`config.mk`:
```
export PLATFORM = sky130hd
export DESIGN_NAME = serial_channel_uart_core
export DESIGN_NICKNAME = d
export VERILOG_FILES = /design/src/serial_channel_pkg.sv /design/src/serial_channel_uart_core.sv
export VERILOG_INCLUDE_DIRS = /design/src /design/src/src
export SDC_FILE = /design/constraint.sdc
export NUM_CORES = 1
export LEC_CHECK = 0
export BUFFER_PORTS_ARGS = -buffer_cell sky130_fd_sc_hd__buf_4
export CORE_ASPECT_RATIO = 0.8
export CORE_MARGIN = 1
export CORE_UTILIZATION = 62
export DETAILED_ROUTE_END_ITERATION = 8
export PLACE_DENSITY = 0.81
export SLEW_MARGIN = 20
export SYNTH_ARGS = -nofsm -noshare
export SYNTH_HDL_FRONTEND = slang
export SYNTH_SLANG_ARGS = --single-unit
```
`constraint.sdc`:
```
create_clock -name clk -period 4.65 [get_ports clk]
set_input_delay 0.6975 -clock clk [delete_from_list [all_inputs] [get_ports clk]]
set_output_delay 0.6975 -clock clk [all_outputs]
set_load 0.02 [all_outputs]
```
`src/serial_channel_map.svh`:
```
// Register offsets, field positions, idle read value and counts of the serial channel
`ifndef SERIAL_CHANNEL_MAP_SVH
`define SERIAL_CHANNEL_MAP_SVH
`define OFF_DATA 3'h0
`define OFF_CTRL 3'h1
`define OFF_MODE 3'h2
`define OFF_RATE 3'h3
`define CTRL_EVEN 6
`define CTRL_PAR_EN 5
`define CTRL_HSE 0
`define MODE_TXN 7
`define MODE_RXEN 6
`define MODE_WAKE 4
`define MODE_SM_LSB 2
`define MODE_CLK_SEL_LSB 0
`define RATE_LSB 6
`define RDATA_IDLE 8'h00
`define RX_SAMPLE_FIRST 4'h6
`define RX_SAMPLE_LAST 4'h8
`define BIT_LAST 4'hf
`define IO_EDGE 3'h3
`define IO_LAST 3'h7
`define IO_BITS 4'h8
`endif

```
`src/serial_channel_pkg.sv`:
```
// Types shared by the serial channel design
package serial_channel_pkg;
	typedef enum logic [1:0] {MODE_IO = 2'b00, MODE_UART7 = 2'b01, MODE_UART8 = 2'b10,
		MODE_UART9 = 2'b11} chan_mode_t;
	typedef enum logic [1:0] {RX_IDLE = 2'b00, RX_START = 2'b01, RX_DATA = 2'b10,
		RX_STOP = 2'b11} rx_state_t;
	typedef struct packed {
		logic [2:0] addr;
		logic [7:0] wdata;
		logic wr;
		logic rd;
	} bus_req_t;
	typedef struct packed {
		logic [8:0] presc;
		logic base_div;
		logic int_div;
		logic rx_s1;
		logic rx_s2;
		logic cts_s1;
		logic cts_s2;
		logic [1:0] rate;
		logic tx_ninth;
		logic rx_en;
		logic wake_filt;
		chan_mode_t mode;
		logic [1:0] clk_sel;
		logic even;
		logic par_en;
		logic hse;
		rx_state_t rx_st;
		logic [3:0] rx_cnt;
		logic [2:0] vote;
		logic [3:0] rx_bits;
		logic [8:0] rx_sh;
		logic [7:0] rbuf;
		logic ninth;
		logic full;
		logic ovr;
		logic par_err;
		logic ferr;
		logic rts;
		logic [3:0] tx_cnt;
		logic [7:0] tdata;
		logic tx_pend;
		logic tx_busy;
		logic [10:0] tx_sh;
		logic [3:0] tx_left;
		logic tx_low;
		logic io_busy;
		logic io_rx;
		logic io_tx;
		logic [2:0] io_div;
		logic [3:0] io_bits;
		logic sclk_low;
		logic [7:0] rdata;
		logic rx_int;
		logic tx_int;
	} chan_state_t;
endpackage

```
`src/serial_channel_uart_core.sv`:
```
// Serial channel: baud generation, UART and shift-register modes, handshake, parity
// How it works
// - Rate field picks prescaler tap 256/64/16/4.
// - Clock select 01 passes, 11 halves baud.
// - Shift mode drives clock at system/8.
// - Clock select picks baud, internal or timer.
// - Receiver counts sixteen serial ticks per bit.
// - Bit value is majority of ticks 7-9.
// - Start needs two of three low samples.
// - Shift mode samples and shifts on rising clock.
// - Finished frame moves to buffer, raises receive event.
// - Overrun keeps old buffer, drops new frame.
// - Control bit 7 holds parity or ninth bit.
// - Wake-up filter in 9-bit mode passes only ninth-bit-one frames.
// - Transmit bit clock every sixteen serial ticks.
// - Written data starts on next transmit bit clock.
// - Handshake raises request line after last bit.
// - Reading received data lowers request line.
// - Clear-to-send high halts after current frame.
// - LSB first; transmit event when all sent.
// - Parity only in 7/8-bit modes, even/odd.
// - Transmit parity goes to bit 7 or 8.
// - Receive parity mismatch sets parity error flag.
// - Overrun, parity, framing flags in bits 4,3,2.
// - Reading control register clears error flags.
`include "serial_channel_map.svh"
`timescale 1ns/1ps
`default_nettype none
module serial_channel_uart_core import serial_channel_pkg::*; (
	// Clock and reset
	input wire logic clk,
	input wire logic arst_n,
	// Register port
	input wire bus_req_t bus_req,
	output logic [7:0] rdata,
	// Serial pins
	input wire logic rxd,
	input wire logic cts,
	output logic txd,
	output logic sclk,
	output logic rts,
	// Timer match pulse, same clock
	input wire logic timer2_match,
	// Event pulses toward the CPU
	output logic receive_interrupt,
	output logic transmit_interrupt
);
	chan_state_t s_reg; // All state
	chan_state_t s_next; // Next state
	logic baud_tick; // Baud generator output pulse
	logic sio_tick; // Basic serial clock pulse
	logic uart; // Any UART mode
	logic tx_bit_clk; // Transmit bit clock pulse
	logic bit_val; // Majority of the three samples
	logic rx_done; // Last payload bit received
	logic rx_take; // Frame passes the wake-up filter
	logic [3:0] rx_len; // Payload bits per frame
	logic [8:0] rx_shin; // Shift register after the current bit
	logic [8:0] rx_d; // Received payload, right aligned
	logic rx_pexp; // Parity expected from received data
	logic [8:0] tx_pay; // Payload to send
	logic [10:0] tx_fr; // Whole frame to send
	logic rd_data; // Read of the data buffer
	logic rd_ctrl; // Read of the control register

	// Prescaler tap chosen by the rate field
	function automatic logic tap_hit(input logic [8:0] p, input logic [1:0] r);
		case (r)
			2'b00: tap_hit = (p[7:0] == 8'hff);
			2'b01: tap_hit = (p[5:0] == 6'h3f);
			2'b10: tap_hit = (p[3:0] == 4'hf);
			default: tap_hit = (p[1:0] == 2'h3);
		endcase
	endfunction

	// Two of three vote
	function automatic logic maj3(input logic [2:0] v);
		maj3 = (v[0] & v[1]) | (v[0] & v[2]) | (v[1] & v[2]);
	endfunction

	// Parity bit over eight bits, even or odd
	function automatic logic parity8(input logic [7:0] d, input logic ev);
		parity8 = ev ? ^d : ~^d;
	endfunction

	// Payload length; parity only adds a bit in the 7- and 8-bit modes
	function automatic logic [3:0] frame_len(input chan_mode_t m, input logic p);
		case (m)
			MODE_UART7: frame_len = 4'd7 + {3'b000, p};
			MODE_UART8: frame_len = 4'd8 + {3'b000, p};
			MODE_UART9: frame_len = 4'd9;
			default: frame_len = 4'd8;
		endcase
	endfunction

	// Start bit, payload LSB first, stop bit and idle ones
	function automatic logic [10:0] tx_frame(input logic [8:0] p, input logic [3:0] len);
		tx_frame = 11'h7fe;
		for (int i = 0; i < 9; i++) begin
			if (4'(i) < len) begin
				tx_frame[i + 1] = p[i];
			end
		end
	endfunction

	// Whole channel: register reads first, hardware events next, writes last, so an event wins over a read clear
	always_comb begin
		s_next = s_reg;
		s_next.rx_int = 1'b0;
		s_next.tx_int = 1'b0;
		s_next.rdata = `RDATA_IDLE;
		// Pin synchronisers
		s_next.rx_s1 = rxd;
		s_next.rx_s2 = s_reg.rx_s1;
		s_next.cts_s1 = cts;
		s_next.cts_s2 = s_reg.cts_s1;
		// Prescaler and baud generator
		s_next.presc = s_reg.presc + 9'h001;
		baud_tick = tap_hit(s_reg.presc, s_reg.rate);
		if (baud_tick) begin
			s_next.base_div = ~s_reg.base_div;
		end
		s_next.int_div = ~s_reg.int_div;
		// Basic serial clock source
		case (s_reg.clk_sel)
			2'b00: sio_tick = timer2_match;
			2'b01: sio_tick = baud_tick;
			2'b10: sio_tick = s_reg.int_div;
			default: sio_tick = baud_tick & s_reg.base_div;
		endcase
		uart = (s_reg.mode != MODE_IO);
		rd_data = bus_req.rd && (bus_req.addr == `OFF_DATA);
		rd_ctrl = bus_req.rd && (bus_req.addr == `OFF_CTRL);
		// Register reads; data and flags are consumed by the read
		if (bus_req.rd) begin
			case (bus_req.addr)
				`OFF_DATA: begin
					s_next.rdata = s_reg.rbuf;
					s_next.full = 1'b0;
					s_next.rts = 1'b0;
				end
				`OFF_CTRL: begin
					s_next.rdata = {s_reg.ninth, s_reg.even, s_reg.par_en, s_reg.ovr,
						s_reg.par_err, s_reg.ferr, 1'b0, s_reg.hse};
					s_next.ovr = 1'b0;
					s_next.par_err = 1'b0;
					s_next.ferr = 1'b0;
				end
				`OFF_MODE: begin
					s_next.rdata = {s_reg.tx_ninth, s_reg.rx_en, 1'b0, s_reg.wake_filt,
						s_reg.mode, s_reg.clk_sel};
				end
				`OFF_RATE: begin
					s_next.rdata = {s_reg.rate, 6'h00};
				end
				default: begin
					s_next.rdata = `RDATA_IDLE; // Unmapped reads as zero
				end
			endcase
		end
		// UART receiver, one step per basic serial clock
		bit_val = maj3(s_reg.vote);
		rx_len = frame_len(s_reg.mode, s_reg.par_en);
		rx_shin = {bit_val, s_reg.rx_sh[8:1]};
		rx_d = rx_shin >> (4'd9 - rx_len);
		rx_done = 1'b0;
		if (uart && sio_tick) begin
			case (s_reg.rx_st)
				RX_IDLE: begin
					// The falling edge is pulse one of the start bit
					if (s_reg.rx_en && !s_reg.rx_s2) begin
						s_next.rx_st = RX_START;
						s_next.rx_cnt = 4'h1;
					end
				end
				default: begin
					s_next.rx_cnt = s_reg.rx_cnt + 4'h1;
					if (s_reg.rx_cnt >= `RX_SAMPLE_FIRST && s_reg.rx_cnt <= `RX_SAMPLE_LAST) begin
						s_next.vote = {s_reg.vote[1:0], s_reg.rx_s2};
					end
					if (s_reg.rx_cnt == `BIT_LAST) begin
						case (s_reg.rx_st)
							RX_START: begin
								// Noise spike: fewer than two low samples
								if (bit_val) begin
									s_next.rx_st = RX_IDLE;
								end else begin
									s_next.rx_st = RX_DATA;
									s_next.rx_bits = 4'h0;
								end
							end
							RX_DATA: begin
								s_next.rx_sh = rx_shin;
								s_next.rx_bits = s_reg.rx_bits + 4'h1;
								if (s_reg.rx_bits + 4'h1 == rx_len) begin
									rx_done = 1'b1;
									s_next.rx_st = RX_STOP;
								end
							end
							default: begin
								// Stop bit must read high
								if (!bit_val) begin
									s_next.ferr = 1'b1;
								end
								s_next.rx_st = RX_IDLE;
							end
						endcase
					end
				end
			endcase
		end
		// Frame completion into the holding buffer
		rx_take = rx_done && !(s_reg.mode == MODE_UART9 && s_reg.wake_filt && !rx_d[8]);
		rx_pexp = parity8((s_reg.mode == MODE_UART7) ? {1'b0, rx_d[6:0]} : rx_d[7:0],
			s_reg.even);
		if (rx_done && s_reg.hse) begin
			s_next.rts = 1'b1;
		end
		if (rx_take) begin
			if (s_reg.full) begin
				s_next.ovr = 1'b1;
			end else begin
				s_next.full = 1'b1;
				s_next.rx_int = 1'b1;
				if (s_reg.mode == MODE_UART7) begin
					s_next.rbuf = {s_reg.par_en & rx_d[7], rx_d[6:0]};
				end else begin
					s_next.rbuf = rx_d[7:0];
					s_next.ninth = rx_d[8];
				end
				if (s_reg.par_en && s_reg.mode != MODE_UART9) begin
					if (rx_pexp != ((s_reg.mode == MODE_UART7) ? rx_d[7] : rx_d[8])) begin
						s_next.par_err = 1'b1;
					end
				end
			end
		end
		// UART transmitter
		tx_bit_clk = uart && sio_tick && (s_reg.tx_cnt == `BIT_LAST);
		if (uart && sio_tick) begin
			s_next.tx_cnt = s_reg.tx_cnt + 4'h1;
		end
		case (s_reg.mode)
			MODE_UART7: tx_pay = {1'b0, s_reg.par_en & parity8({1'b0, s_reg.tdata[6:0]}, s_reg.even),
				s_reg.tdata[6:0]};
			MODE_UART8: tx_pay = {s_reg.par_en ? parity8(s_reg.tdata, s_reg.even) : s_reg.tx_ninth,
				s_reg.tdata};
			default: tx_pay = {s_reg.tx_ninth, s_reg.tdata};
		endcase
		tx_fr = tx_frame(tx_pay, rx_len);
		if (tx_bit_clk) begin
			if (s_reg.tx_busy) begin
				if (s_reg.tx_left != 4'h0) begin
					s_next.tx_low = ~s_reg.tx_sh[0];
					s_next.tx_sh = {1'b1, s_reg.tx_sh[10:1]};
					s_next.tx_left = s_reg.tx_left - 4'h1;
				end else begin
					// Stop bit has stood a full bit time
					s_next.tx_busy = 1'b0;
					s_next.tx_int = 1'b1;
				end
			end else if (s_reg.tx_pend && !s_reg.cts_s2) begin
				// Held while clear-to-send is high; the finished frame already raised its event
				s_next.tx_low = ~tx_fr[0];
				s_next.tx_sh = {1'b1, tx_fr[10:1]};
				s_next.tx_left = rx_len + 4'h1;
				s_next.tx_busy = 1'b1;
				s_next.tx_pend = 1'b0;
			end
		end
		// Shift-register interface mode; one clock serves both directions
		if (!uart) begin
			if (!s_reg.io_busy) begin
				if (s_reg.tx_pend || (s_reg.rx_en && !s_reg.full)) begin
					s_next.io_busy = 1'b1;
					s_next.io_div = 3'h0;
					s_next.io_bits = 4'h0;
					s_next.io_tx = s_reg.tx_pend;
					s_next.io_rx = s_reg.rx_en && !s_reg.full;
					s_next.tx_sh = {3'b111, s_reg.tdata};
					s_next.tx_pend = 1'b0;
				end
			end else begin
				s_next.io_div = s_reg.io_div + 3'h1;
				if (s_reg.io_div == `IO_EDGE) begin
					// Rising shift clock edge: shift out and sample together
					if (s_reg.io_tx) begin
						s_next.tx_low = ~s_reg.tx_sh[0];
					end
					s_next.tx_sh = {1'b1, s_reg.tx_sh[10:1]};
					s_next.rx_sh = {s_reg.rx_s2, s_reg.rx_sh[8:1]};
					s_next.io_bits = s_reg.io_bits + 4'h1;
				end
				if (s_reg.io_div == `IO_LAST && s_reg.io_bits == `IO_BITS) begin
					s_next.io_busy = 1'b0;
					s_next.tx_low = 1'b0;
					s_next.tx_int = s_reg.io_tx;
					if (s_reg.io_rx) begin
						s_next.rbuf = s_reg.rx_sh[8:1];
						s_next.full = 1'b1;
						s_next.rx_int = 1'b1;
					end
				end
			end
		end
		// Shift clock high in the second half of each eight-cycle period, idle high
		s_next.sclk_low = s_next.io_busy & ~s_next.io_div[2];
		// Register writes last, so a write in a load cycle is not lost
		if (bus_req.wr) begin
			case (bus_req.addr)
				`OFF_DATA: begin
					s_next.tdata = bus_req.wdata;
					s_next.tx_pend = 1'b1;
				end
				`OFF_CTRL: begin
					s_next.even = bus_req.wdata[`CTRL_EVEN];
					s_next.par_en = bus_req.wdata[`CTRL_PAR_EN];
					s_next.hse = bus_req.wdata[`CTRL_HSE];
				end
				`OFF_MODE: begin
					s_next.tx_ninth = bus_req.wdata[`MODE_TXN];
					s_next.rx_en = bus_req.wdata[`MODE_RXEN];
					s_next.wake_filt = bus_req.wdata[`MODE_WAKE];
					s_next.mode = chan_mode_t'(bus_req.wdata[`MODE_SM_LSB +: 2]);
					s_next.clk_sel = bus_req.wdata[`MODE_CLK_SEL_LSB +: 2];
				end
				`OFF_RATE: begin
					s_next.rate = bus_req.wdata[`RATE_LSB +: 2];
				end
				default: begin
				end
			endcase
		end
	end

	// State register; lines idle high through the inverted storage
	always_ff @(posedge clk or negedge arst_n) begin
		if (!arst_n) begin
			s_reg <= '0;
		end else begin
			s_reg <= s_next;
		end
	end

	// Outputs straight from flip-flops
	assign rdata = s_reg.rdata;
	assign txd = ~s_reg.tx_low;
	assign sclk = ~s_reg.sclk_low;
	assign rts = s_reg.rts;
	assign receive_interrupt = s_reg.rx_int;
	assign transmit_interrupt = s_reg.tx_int;

	// Checks on the channel behaviour
	AST_TAP_FAST: assert property (@(posedge clk) disable iff (!arst_n)
		(s_reg.clk_sel == 2'b01 && s_reg.rate == 2'b11 && sio_tick) |-> s_reg.presc[1:0] == 2'h3)
		else $error("fastest tap ticked off its prescaler count");
	AST_HALF_DIV: assert property (@(posedge clk) disable iff (!arst_n)
		(s_reg.clk_sel == 2'b11 && sio_tick && !bus_req.wr)
		|=> (!sio_tick || s_reg.clk_sel != 2'b11) [*7])
		else $error("halved baud clock ticked too soon");
	AST_SCLK_HIGH: assert property (@(posedge clk) disable iff (!arst_n)
		($rose(sclk) && s_reg.io_bits < `IO_BITS) |=> sclk [*3] ##1 !sclk)
		else $error("shift clock high phase not four cycles");
	AST_START_NOISE: assert property (@(posedge clk) disable iff (!arst_n)
		(uart && sio_tick && s_reg.rx_st == RX_START && s_reg.rx_cnt == `BIT_LAST
		&& maj3(s_reg.vote)) |=> s_reg.rx_st == RX_IDLE)
		else $error("noisy start bit was accepted");
	AST_OVERRUN_KEEP: assert property (@(posedge clk) disable iff (!arst_n)
		(rx_take && s_reg.full && !rd_data) |=> s_reg.ovr && $stable(s_reg.rbuf)
		&& $stable(s_reg.ninth))
		else $error("overrun did not keep the buffer");
	AST_RX_EVENT: assert property (@(posedge clk) disable iff (!arst_n)
		(rx_take && !s_reg.full) |=> receive_interrupt && s_reg.full ##1 !receive_interrupt)
		else $error("receive event not one pulse with buffer full");
	AST_WAKE: assert property (@(posedge clk) disable iff (!arst_n)
		(receive_interrupt && s_reg.mode == MODE_UART9 && s_reg.wake_filt) |-> s_reg.ninth)
		else $error("wake-up filter passed a ninth bit of zero");
	AST_RTS_DROP: assert property (@(posedge clk) disable iff (!arst_n)
		(rd_data && !rx_done) |=> !rts)
		else $error("request line stayed high after data read");
	AST_ERR_CLEAR: assert property (@(posedge clk) disable iff (!arst_n)
		(rd_ctrl && !sio_tick) |=> !s_reg.ovr && !s_reg.par_err && !s_reg.ferr)
		else $error("error flags survived control read");
	AST_CTS_HOLD: assert property (@(posedge clk) disable iff (!arst_n)
		$rose(s_reg.tx_busy) |-> !$past(s_reg.cts_s2))
		else $error("frame started while clear-to-send high");
	AST_TX_DONE: assert property (@(posedge clk) disable iff (!arst_n)
		(transmit_interrupt && uart) |-> !s_reg.tx_busy && txd)
		else $error("transmit event before the frame ended");
	COV_OVERRUN: cover property (@(posedge clk) disable iff (!arst_n) rx_take && s_reg.full);
	COV_WAKE_SKIP: cover property (@(posedge clk) disable iff (!arst_n) rx_done && !rx_take);
	COV_CTS_HALT: cover property (@(posedge clk) disable iff (!arst_n)
		tx_bit_clk && s_reg.tx_pend && s_reg.cts_s2 && !s_reg.tx_busy);
	COV_IO_DONE: cover property (@(posedge clk) disable iff (!arst_n)
		!uart && receive_interrupt && transmit_interrupt);
endmodule
`default_nettype wire

```
==> flow_summary.toml <==
[global_routing]
grt_use_total_pct = 30.5
grt_antenna_before_repair = 0
grt_pass1_wl_mm = 24.1
grt_max_degree = 86
grt_pass1_vias = 4525
overflow = 0

[clock_tree]
post-cts-setup-buffers = 0
clk_path_buf_depth = 2
cts_buffers = 9
htree_levels = 3
cts-root-buf = "clkbuf_16"
cts-hold-fix-buffers = 0
clk_pin_slew_worst_paths_ns = 0.07
cts-resized-gates = 0
clock_sinks = 112
cts_tree = "built"
clk_latency_ns = 0.35

[drt]
ant_nets = 0
totalWireLength_mm = 14.7
dr.pass1.iters = 5
via_per_inst = 6.32
avgRoutedWirePerCell_um = 19.2
drcViolationCount = 0
drt_iter0_drc = 400
vias = 4829

[timing]
setup_violations = 0
rsz0062_at_grt = "false"
slew_viol_final = 0
tightestPinTransition_ns = 1.03
fmax_mhz = 248
worst_slack_ns = 0.613
fin_tns_setup_ns = 0
relSlewSlack_pct = 30.4
period_share_pct = 86.8
finalHoldViolCount = 0
min_period_ns = 4.04
clock_skew_ns = 0.00786

[finish]
largest_reg_flops = 91
area_delta_synth_final_pct = 10.0
instances_no_fill = 764
fin_nets = 663
diodes = 0
final_cell_area_mm2 = 0.00676
drive_gt1_share_pct = 16.9
layout_common_cells = "dfrtp_1, nand2_1, o21ai_0, nor2_1, buf_4"
final_common_cell = "dfrtp_1"

[hold_path]
hold_class = "register to register"
hold_end = "s_reg[99]"
hp-start = "s_next[99]"
holdPathStages = 0

[placed_design]
portBuffers = 30
placed_area_mm2 = 0.00643
gp_congestion = 0.933
hpwl_mm = 10.5
place_ws_ns = 0.689
place_inst = 748

[critical_path]
end_kind = "register"
worstPathArrival_ns = 4.28
path_class = "register to register"
required_ns = 4.90
critical_path.max_fanout = 18
startpoint_type = "register"
r2r-end = "s_reg[53]"
regToRegSetupSlack_ns = 0.61
reg2reg_from = "s_reg[93]"
ff2ff_path_depth = 10

[floorplanning]
io_pins = 31
coreArea_mm2 = 0.00965
start_util_pct = 63.7
die_height_um = 91.0
std_cell_rows = 32
die_area_mm2 = 0.0103
chipWidth_um = 113

[synth]
synth_top_area_share_pct = 45.6
ys_top_cells_by_area = "dfrtp_1, mux2_2, nand2_1"
yosys_register_bits = 112
synth_edf_count = 0
ys_types = 75
yosysSeqAreaShare_pct = 45.6
synthFlopType = "dfrtp_1"
ys_async_sr_fraction_pct = 100
syn_nets = 648
synth_warnings = 0
synth_largest_area_cell = "dfrtp_1"
synth_cells = 608
synth.avg_cell_area_um2 = 10.1
syn_area_mm2 = 0.00614

[power]
powerDensity_mw_per_mm2 = 516
power_leakage_nw = 3.03
peakVddDrop_mv = 0.299

[flow_run]
maxCapViolations = 0

[outcome]
status = "completed"
Yosys cell counts (all sizes together), types with 3 or more instances:
cell / instances
dfrtp: 112
and2: 4
ha: 22
nor2: 40
nor4: 4
nor3: 10
o22ai: 5
nand3: 14
xor2: 10
mux2i: 19
o41ai: 3
a22oi: 12
or3: 5
clkbuf: 17
nand4: 4
a21oi: 31
nand2b: 3
a31oi: 6
buf: 14
a221oi: 3
xnor2: 17
mux4: 3
o31ai: 6
inv: 27
nor2b: 7
o21ai: 45
a22o: 4
mux2: 28
and4bb: 3
or2: 4
nand2: 80
a211oi: 8
a211o: 3
how the worst max path moves through the flow:
stage | startpoint | end
after CTS | s_reg[93] | s_reg[53]
after global placement | s_reg[93] | s_reg[53]
after global routing | s_reg[93] | s_reg[53]
final | s_reg[93] | s_reg[53]
after detailed placement | s_reg[93] | s_reg[53]
after floorplan | s_reg[92] | s_reg[53]
critical path: stages (launching register included):
cell,delay (ns)
dfrtp_1,0.45
inv_1,0.15
ha_1,0.42
or3b_2,0.69
ha_1,0.66
inv_1,0.13
a221oi_1,0.38
a211oi_1,0.15
xor2_1,0.16
xnor3_1,0.42
o41ai_1,0.31
final cells by class:
type / count / area (um2)
multi-input combinational: 438 / 3090
inverter: 27 / 101
sequential: 112 / 2800
clock buffer: 9 / 225
fill: 695 / 2890
clock inverter: 7 / 104
tap: 136 / 170
timing repair buffer: 35 / 267
report_power, final:
part	total [mW]	switching [mW]	internal [mW]
clock	0.850	0.370	0.479
sequential	1.45	0.260	1.19
combinational	1.19	0.650	0.543
total	3.49	1.28	2.21
logic make-up (layout without fill, tap and decap cells):
group	count (synthesis)	count (layout)	synth area share [%]
AOI/OAI and AO/OA	142	142	15.2
xor gates and xnor gates	30	30	4.97
adders and majority gates	23	23	4.64
buffers and inverters	58	78	4.22
DFF	112	112	45.6
muxes	50	50	9.59
and+or+nand+nor	193	193	15.8
stage by stage:
step | utilization, % | hold slack, ns | total power, mW
floorplan | - | 0.331 | 2.29
global placement | 66.6 | 0.335 | 2.57
detailed placement | 66.6 | 0.350 | 2.63
CTS | 70.0 | 0.366 | 3.48
global route | 70.0 | 0.366 | 3.69
finish | 70.0 | 0.362 | 3.49
per-layer routing:
metal | vias to the layer above | routed length [um] | GRT usage, %
li1 | 2197 | - | -
met1 | 2385 | 6860 | 46.3
met2 | 222 | 6540 | 46.2
met3 | 25 | 1060 | 4.61
met4 | 0 | 234 | 7.35
met5 | - | 0 | 0
Power figures use the tool's default switching activity.
